### src/iex_regs.vh
// Constants for the port expander address, reset and change-detect block.
// Assumes includes by bare name from the design files in this folder.
//
// Behaviour
// - Supply below power-on threshold holds everything in reset and restores defaults.
// - Reset pin aborts any transaction and returns the interface to idle.
// - Reset pin leaves interrupt output and transition flags untouched.
// - Idle serial interface means standby, left again when bus activity starts.
// - Slave address is re-decoded on every bus transmission, to anyone.
// - Each address-select pin is classified as SDA, SCL, supply or ground.
// - Address is 110 plus high-pin code and low-pin code per fixed tables.
// - Before the first transmission pins decode as high or low only.
// - Low select pin sets pullups of inputs 2,3 and defaults of outputs 0,1.
// - High select pin sets pullups of inputs 4,5 and defaults of outputs 6,7.
// - High, SDA or SCL enables pullups and defaults high; ground disables, low.
// - First transmission on the bus corrects pullup and default configuration.
// - Four inputs are watched against a snapshot from the last access.
// - Snapshot mismatch sets that input's flag and asserts the interrupt if its mask bit is set.
// - Acknowledge of each access latches snapshot and clears old flags.
// - Mask starts as 0x3C, flags start cleared.
`ifndef IEX_REGS_VH
`define IEX_REGS_VH

// Fixed upper address bits
`define IEX_ADDR_TOP     3'h6
// Pin classes
`define IEX_CLS_GND      2'h0
`define IEX_CLS_VDD      2'h1
`define IEX_CLS_SCL      2'h2
`define IEX_CLS_SDA      2'h3
// Address codes of the high select pin
`define IEX_HI_SCL       2'h0
`define IEX_HI_SDA       2'h1
`define IEX_HI_GND       2'h2
`define IEX_HI_VDD       2'h3
// Address codes of the low select pin
`define IEX_LO_GND       2'h0
`define IEX_LO_VDD       2'h1
`define IEX_LO_SCL       2'h2
`define IEX_LO_SDA       2'h3
// Written byte layout and mask reset value
`define IEX_MASK_RST     8'h3C
`define IEX_MASK_HI      5
`define IEX_MASK_LO      2
// Bits per byte before the acknowledge slot
`define IEX_BIT_ACK      4'h8
`define IEX_BIT_LAST     4'h7
// Synchroniser reset: {in[3:0], ad_lo, ad_hi, sda, scl, rst_pin_n, supply_low}
`define IEX_SYNC_RST     10'h00E

`endif

### src/iex_addr_por.v
// Reset, standby, address decode and input change detection of the expander.
// Assumes SCL, SDA, pins and supply monitor are asynchronous to core_clk;
// SCL runs far slower than core_clk so every edge is seen.
`timescale 1ns/1ps
`include "iex_regs.vh"

module iex_addr_por (
  // Clock and reset
  input  wire core_clk,
  input  wire nrst,
  // Supply monitor and reset pin
  input  wire supply_low,
  input  wire rst_pin_n,
  // Two-wire bus
  input  wire scl_in,
  input  wire sda_in,
  output wire sda_out,
  output reg  sda_oe,
  // Address-select pins
  input  wire addr_sel_low_pin,
  input  wire addr_sel_high_pin,
  // Input ports
  input  wire in_port_2,
  input  wire in_port_3,
  input  wire in_port_4,
  input  wire in_port_5,
  // Output ports
  output reg  out_port_0,
  output reg  out_port_1,
  output reg  out_port_6,
  output reg  out_port_7,
  // Pullup enables
  output wire pullup_en_2_3,
  output wire pullup_en_4_5,
  // Status
  output reg  int_n,
  output wire standby,
  output reg  [3:0] trans_flags,
  output reg  [3:0] int_mask
);

  // Two-flop synchronisers
  reg  [9:0] sync1;
  reg  [9:0] sync2;
  wire [9:0] raw_in = {in_port_5, in_port_4, in_port_3, in_port_2, addr_sel_low_pin,
                       addr_sel_high_pin, sda_in, scl_in, rst_pin_n, supply_low};

  always @(posedge core_clk) begin
    if (!nrst) begin
      sync1 <= `IEX_SYNC_RST;
      sync2 <= `IEX_SYNC_RST;
    end else begin
      sync1 <= raw_in;
      sync2 <= sync1;
    end
  end

  wire       por_s   = sync2[0];
  wire       rpin_s  = sync2[1];
  wire       scl_s   = sync2[2];
  wire       sda_s   = sync2[3];
  wire       adhi_s  = sync2[4];
  wire       adlo_s  = sync2[5];
  wire [3:0] in_s    = sync2[9:6];

  wire rst = !nrst || por_s;

  // Line history for edge and condition detection
  reg scl_d;
  reg sda_d;
  always @(posedge core_clk) begin
    if (rst) begin
      scl_d <= 1'b1;
      sda_d <= 1'b1;
    end else begin
      scl_d <= scl_s;
      sda_d <= sda_s;
    end
  end

  wire scl_rise = scl_s && !scl_d;
  wire scl_fall = !scl_s && scl_d;
  wire start_c  = scl_s && scl_d && sda_d && !sda_s;
  wire stop_c   = scl_s && scl_d && !sda_d && sda_s;

  // Serial interface state
  reg       busy;
  reg [3:0] bit_cnt;
  reg [7:0] shift;
  reg       first_byte;
  reg       byte_was_addr;
  reg       addressed;
  reg       rd;
  reg       ack_req;
  reg       ack_hi;
  reg       seen_first;
  reg [1:0] hi_cls;
  reg [1:0] lo_cls;

  wire [7:0] next_shift = {shift[6:0], sda_s};

  // Live pin classes in this transmission
  wire [1:0] cls_live [0:1];
  wire [1:0] pin_s = {adhi_s, adlo_s};

  genvar g;
  generate
    for (g = 0; g < 2; g = g + 1) begin : g_cls
      iex_pin_class u_cls (
        .core_clk (core_clk),
        .rst      (rst),
        .start    (start_c),
        .busy     (busy),
        .pin      (pin_s[g]),
        .scl      (scl_s),
        .sda      (sda_s),
        .cls      (cls_live[g])
      );
    end
  endgenerate

  // Effective classes: level-only until the first transmission
  wire [1:0] lo_eff = seen_first ? lo_cls : (adlo_s ? `IEX_CLS_VDD : `IEX_CLS_GND);
  wire [1:0] hi_eff = seen_first ? hi_cls : (adhi_s ? `IEX_CLS_VDD : `IEX_CLS_GND);

  // Address codes of the classes seen in this transmission
  reg [1:0] hi_code;
  reg [1:0] lo_code;
  always @* begin
    case (cls_live[1])
      `IEX_CLS_SCL: hi_code = `IEX_HI_SCL;
      `IEX_CLS_SDA: hi_code = `IEX_HI_SDA;
      `IEX_CLS_GND: hi_code = `IEX_HI_GND;
      default:      hi_code = `IEX_HI_VDD;
    endcase
    case (cls_live[0])
      `IEX_CLS_GND: lo_code = `IEX_LO_GND;
      `IEX_CLS_VDD: lo_code = `IEX_LO_VDD;
      `IEX_CLS_SCL: lo_code = `IEX_LO_SCL;
      default:      lo_code = `IEX_LO_SDA;
    endcase
  end

  wire [6:0] my_addr   = {`IEX_ADDR_TOP, hi_code, lo_code};
  wire       addr_hit  = next_shift[7:1] == my_addr;

  // Acknowledge clock high with our acknowledge driven
  wire ack_edge    = scl_rise && bit_cnt == `IEX_BIT_ACK && sda_oe;
  wire access_ack  = ack_edge && byte_was_addr;
  wire write_ack   = ack_edge && !byte_was_addr;

  always @(posedge core_clk) begin
    if (rst) begin
      busy          <= 1'b0;
      bit_cnt       <= 4'h0;
      shift         <= 8'h00;
      first_byte    <= 1'b0;
      byte_was_addr <= 1'b0;
      addressed     <= 1'b0;
      rd            <= 1'b0;
      ack_req       <= 1'b0;
      ack_hi        <= 1'b0;
      sda_oe        <= 1'b0;
      seen_first    <= 1'b0;
      hi_cls        <= `IEX_CLS_GND;
      lo_cls        <= `IEX_CLS_GND;
    end else if (!rpin_s || stop_c) begin
      busy      <= 1'b0;
      bit_cnt   <= 4'h0;
      addressed <= 1'b0;
      ack_req   <= 1'b0;
      ack_hi    <= 1'b0;
      sda_oe    <= 1'b0;
    end else if (start_c) begin
      busy       <= 1'b1;
      bit_cnt    <= 4'h0;
      first_byte <= 1'b1;
      addressed  <= 1'b0;
      ack_hi     <= 1'b0;
      sda_oe     <= 1'b0;
    end else if (busy) begin
      if (scl_rise && bit_cnt != `IEX_BIT_ACK) begin
        shift   <= next_shift;
        bit_cnt <= bit_cnt + 4'h1;
        if (bit_cnt == `IEX_BIT_LAST) begin
          byte_was_addr <= first_byte;
          if (first_byte) begin
            first_byte <= 1'b0;
            addressed  <= addr_hit;
            rd         <= next_shift[0];
            ack_req    <= addr_hit;
            hi_cls     <= cls_live[1];
            lo_cls     <= cls_live[0];
            seen_first <= 1'b1;
          end else begin
            ack_req <= addressed && !rd;
          end
        end
      end else if (scl_rise) begin
        ack_hi <= 1'b1;
      end else if (scl_fall && bit_cnt == `IEX_BIT_ACK) begin
        if (!ack_hi) begin
          sda_oe <= ack_req;
        end else begin
          sda_oe  <= 1'b0;
          ack_hi  <= 1'b0;
          bit_cnt <= 4'h0;
        end
      end
    end
  end

  assign sda_out = 1'b0;
  assign standby = !busy;

  // Pullups and output defaults follow the effective classes
  wire lo_on = lo_eff != `IEX_CLS_GND;
  wire hi_on = hi_eff != `IEX_CLS_GND;
  assign pullup_en_2_3 = lo_on;
  assign pullup_en_4_5 = hi_on;

  // Outputs and mask; defaults track the pins until the first write
  localparam [7:0] mask_rst = `IEX_MASK_RST;
  reg out_written;
  always @(posedge core_clk) begin
    if (rst) begin
      out_written <= 1'b0;
      int_mask    <= mask_rst[`IEX_MASK_HI:`IEX_MASK_LO];
      out_port_0  <= 1'b0;
      out_port_1  <= 1'b0;
      out_port_6  <= 1'b0;
      out_port_7  <= 1'b0;
    end else if (write_ack) begin
      out_written <= 1'b1;
      int_mask    <= shift[`IEX_MASK_HI:`IEX_MASK_LO];
      out_port_0  <= shift[0];
      out_port_1  <= shift[1];
      out_port_6  <= shift[6];
      out_port_7  <= shift[7];
    end else if (!out_written) begin
      out_port_0  <= lo_on;
      out_port_1  <= lo_on;
      out_port_6  <= hi_on;
      out_port_7  <= hi_on;
    end
  end

  // Change detection, untouched by the reset pin
  reg  [3:0] snapshot;
  wire [3:0] mismatch = in_s ^ snapshot;

  always @(posedge core_clk) begin
    if (rst) begin
      snapshot    <= 4'h0;
      trans_flags <= 4'h0;
      int_n       <= 1'b1;
    end else begin
      if (access_ack) begin
        // Snapshot takes the live value, so a change in this cycle sets no flag
        snapshot    <= in_s;
        trans_flags <= 4'h0;
        int_n       <= 1'b1;
      end else begin
        trans_flags <= trans_flags | mismatch;
        int_n       <= ~|((trans_flags | mismatch) & int_mask);
      end
    end
  end

endmodule

### src/iex_pin_class.v
// Classifier for one address-select pin against SDA, SCL and fixed levels.
// Assumes all inputs are already synchronised to core_clk.
`timescale 1ns/1ps
`include "iex_regs.vh"

module iex_pin_class (
  // Clock and reset
  input  wire       core_clk,
  input  wire       rst,
  // Transmission framing
  input  wire       start,
  input  wire       busy,
  // Sampled lines
  input  wire       pin,
  input  wire       scl,
  input  wire       sda,
  // Class of the pin in this transmission
  output wire [1:0] cls
);

  reg ne_scl;
  reg ne_sda;
  reg seen_hi;

  always @(posedge core_clk) begin
    if (rst || start) begin
      ne_scl  <= 1'b0;
      ne_sda  <= 1'b0;
      seen_hi <= 1'b0;
    end else if (busy) begin
      if (pin != scl) ne_scl <= 1'b1;
      if (pin != sda) ne_sda <= 1'b1;
      if (pin) seen_hi <= 1'b1;
    end
  end

  // Following a line means tied to it; otherwise a fixed level
  assign cls = !ne_scl ? `IEX_CLS_SCL :
               !ne_sda ? `IEX_CLS_SDA :
               seen_hi ? `IEX_CLS_VDD : `IEX_CLS_GND;

endmodule

### config.mk
export PLATFORM = sky130hd
export DESIGN_NAME = iex_addr_por
export DESIGN_NICKNAME = d
export VERILOG_FILES = /design/src/iex_addr_por.v /design/src/iex_pin_class.v
export VERILOG_INCLUDE_DIRS = /design/src
export SDC_FILE = /design/constraint.sdc
export NUM_CORES = 1
export LEC_CHECK = 0
export BUFFER_PORTS_ARGS = -buffer_cell sky130_fd_sc_hd__buf_2
export CAP_MARGIN = 5
export CORE_UTILIZATION = 40
export CTS_CLUSTER_SIZE = 12
export DETAILED_ROUTE_END_ITERATION = 7
export PLACE_DENSITY = 0.57
export SYNTH_ARGS = -nofsm -noshare
export SYNTH_HDL_FRONTEND = slang
export SYNTH_HIERARCHICAL = 1
export SYNTH_SLANG_ARGS = --single-unit
### constraint.sdc
create_clock -name core_clk -period 2.1 [get_ports core_clk]
set_input_delay 0.525 -clock core_clk [delete_from_list [all_inputs] [get_ports core_clk]]
set_output_delay 0.525 -clock core_clk [all_outputs]
set_load 0.02 [all_outputs]
==> flow_summary.yaml <==
drt:
  drc: 2
  drtPass1Iterations: 6
  drt.antenna.violating_nets: 0
  routed_wl_mm: 5.08
  num_vias: 2046
  avgRoutedWirePerCell_um: 12.5
  first_iter_violations: 110
  via_per_inst: 5.01
synth:
  syn-cell-area_mm2: 0.00275
  syn_area_per_cell_um2: 9.46
  yosysTopAreaCell: "dfxtp_1"
  synth_cell_types: 45
  synth_top_area_share_pct: 51.6
  ys_top_cells_by_area: "dfxtp_1, mux2i_1, nor2_1, and2_1, nand2_1"
  ys_async_sr_fraction_pct: 0
  yosysWarnings: 6
  ys_seq_area_share_pct: 51.6
  synth_fp_nets: 305
  ys_seq_elements: 71
  synth_edf_count: 0
  synthCells: 291
  ys.flop_type: "dfxtp_1"
clocking:
  ctsHoldBuffers: 0
  clkSinkCount: 71
  htree_levels: 3
  clkLatencyLatePin_ns: 0.35
  clkSlewWorstSetupHoldPaths_ns: 0.07
  cts_tree: "done"
  ctsResizeCount: 0
  post_cts_buffers: 0
  cts_buffers: 9
  cts_root_buf: "clkbuf_8"
  cts_buffer_depth: 2
pwr:
  power.leakage_nw: 1.39
  vdd_drop_max_mv: 0.478
  power_density_mw_per_mm2: 819
sta:
  finalClockSkew_ns: 0.00907
  slew_viol_final: 0
  hold_viol_final: 0
  max_freq_mhz: 584
  layout_setup_ws_ns: 0.387
  period_share_pct: 81.6
  fin_tns_setup_ns: 0
  post-route-min-period_ns: 1.71
  grt_setup_unrepaired: "no"
  slew_headroom_pct: 56.0
  tightest_slew_ns: 0.658
  finalSetupViolCount: 0
worst_setup_path:
  crit_chain: "nor2_1 > a21oi_1 > buf_2"
  slowest_stage: "dfxtp_1"
  crit_type: "flop to output port"
  worstPathRequired_ns: 1.57
  cp_max_fo: 4
  cp-end-kind: "output port"
  max_stage_delay_ns: 0.46
  startpoint_type: "flop"
  cp.arrival_ns: 1.19
layout:
  fillers: 625
  drive_gt1_share_pct: 16.3
  nets: 340
  syn_to_final_growth_pct: 15.6
  seqCellArea_mm2: 0.00142
  multi_input_area_mm2: 0.00124
  n_antenna_cell: 0
floorplan:
  start_util_pct: 42.4
  fp.dieArea_mm2: 0.00722
  ios: 30
  rows: 29
  coreArea_mm2: 0.00649
  die_h_um: 85.0
  dieWidth_um: 85.0
global_route:
  grt_pass1_vias: 1854
  overflow: 0
  grt_max_degree: 25
  antenna_found_initial: 0
  grt_pass1_wl_mm: 8.72
  track_usage_pct: 15.9
outcome:
  violations: "design-rule violations"
  status: "finished with violations"
placement:
  place_ws_ns: 0.381
  port_buffers: 28
  gp_congestion: 0.734
  dpl.hpwl_mm: 3.59
hold_path:
  hold_path_class: "primary input to flop"
run:
  maxCapViolations: 0
## routing by layer
metal / part of all wire, % / vias up / global-route usage [%]
met3: 3.5 / 8 / 4.09
met1: 51 / 933 / 21.7
met2: 43 / 35 / 23.4
met4: 1.7 / 0 / 7.86
li1: - / 1070 / -
met5: 0 / - / 0
## flip-flops by register name, indices dropped and copies added (netlist names), 4 cells and up
| signal | cells |
|---|---|
| sync1 | 10 |
| sync2 | 10 |
| shift | 8 |
| bit_cnt | 4 |
| int_mask | 4 |
| snapshot | 4 |
| trans_flags | 4 |
## placed cells by master (no fill, tap or decap), drive strengths merged, types with 3 or more instances in the layout
master | Yosys | final
or3b | 4 | 4
and2 | 14 | 14
inv | 7 | 8
a21boi | 3 | 3
dfxtp | 71 | 71
nand4b | 3 | 3
buf | 6 | 35
o21ai | 15 | 15
nand3 | 14 | 14
a21oi | 16 | 16
nand4 | 3 | 3
xor2 | 8 | 8
clkbuf | 5 | 10
nand2 | 22 | 22
mux2i | 14 | 14
and4b | 3 | 3
nor3 | 6 | 6
o2bb2ai | 4 | 4
nand2b | 8 | 8
xnor2 | 6 | 6
clkinvlp | 0 | 3
nor2 | 34 | 34
a31oi | 3 | 3
## area by class of cell
class | instances | share of cell area, %
clock buffers | 10 | 4.01
clock inverters | 6 | 2.20
inverters | 8 | 0.943
multi-input cells | 201 | 39.1
flip-flops and latches | 71 | 44.7
well taps | 77 | 3.03
repair buffers | 35 | 6.05
## synth_stat cells (2+ instances only)
library cell  count
a31oi_1           3
xnor2_1           6
buf_2             3
nand2_1          22
nor2b_1           2
and4b_1           3
nand3b_1          2
nand2b_1          8
and3b_1           2
or3b_1            3
nand4b_1          2
a211oi_1          2
inv_1             7
nor3_1            6
nor2_1           34
nand3_1          13
xor2_1            8
a21oi_1          16
clkbuf_1          5
and2_1           14
a22oi_1           2
o2bb2ai_1         4
ha_1              2
a21boi_0          3
dfxtp_1          71
mux2i_1          14
o21ai_0          15
nand4_1           2
## cells by family after synthesis
| group | synth area share, % |
|---|---|
| buffers and inverters | 3.14 |
| adders and majority gates | 0.909 |
| muxes | 5.09 |
| and+or+nand+nor | 23.9 |
| xor gates and xnor gates | 4.45 |
| AOI/OAI and AO/OA | 10.8 |
| other | 0.136 |
| DFF | 51.6 |
## critical path: cells and delay by family, from the launching register on
family                 cells  cell delay (ns)
flip-flops                 1             0.46
AO/OA/AOI/OAI              1             0.12
buffers and inverters      1             0.18
AND/OR/NAND/NOR            1             0.09
## report_power, final
| part | internal (W) | total (W) | switching, W |
|---|---|---|---|
| combinational | 0.0000543 | 0.000128 | 0.0000735 |
| clock | 0.000555 | 0.00108 | 0.000526 |
| sequential | 0.00138 | 0.00140 | 0.0000231 |
| total | 0.00199 | 0.00261 | 0.000623 |
## through the flow
step	total power [W]	cells	util, %	hold WS (ns)	instance area (um^2)
2_1_floorplan	0.00151	291	-	0.386	2750
3_3_place_gp	0.00156	392	46.0	0.390	2990
3_5_place_dp	0.00156	392	46.0	0.391	2990
4_1_cts	0.00263	408	49.0	0.350	3180
5_1_grt	0.00273	408	49.0	0.361	3180
6_report	0.00261	408	49.0	0.360	3180
## path summary, 6_finish.rpt
kind | from | to | slack [ns] | depth (start not counted)
worst max-delay path | sync2[4] | pullup_en_4_5 | 0.39 | 3
worst min-delay path | sda_in | sync1[3] | 0.36 | 2
worst max register to register | bit_cnt[0] | sda_oe | 0.40 | 6
worst min register to register | sync1[3] | sync2[3] | 0.41 | 1
(Power assumes the default switching activity.)
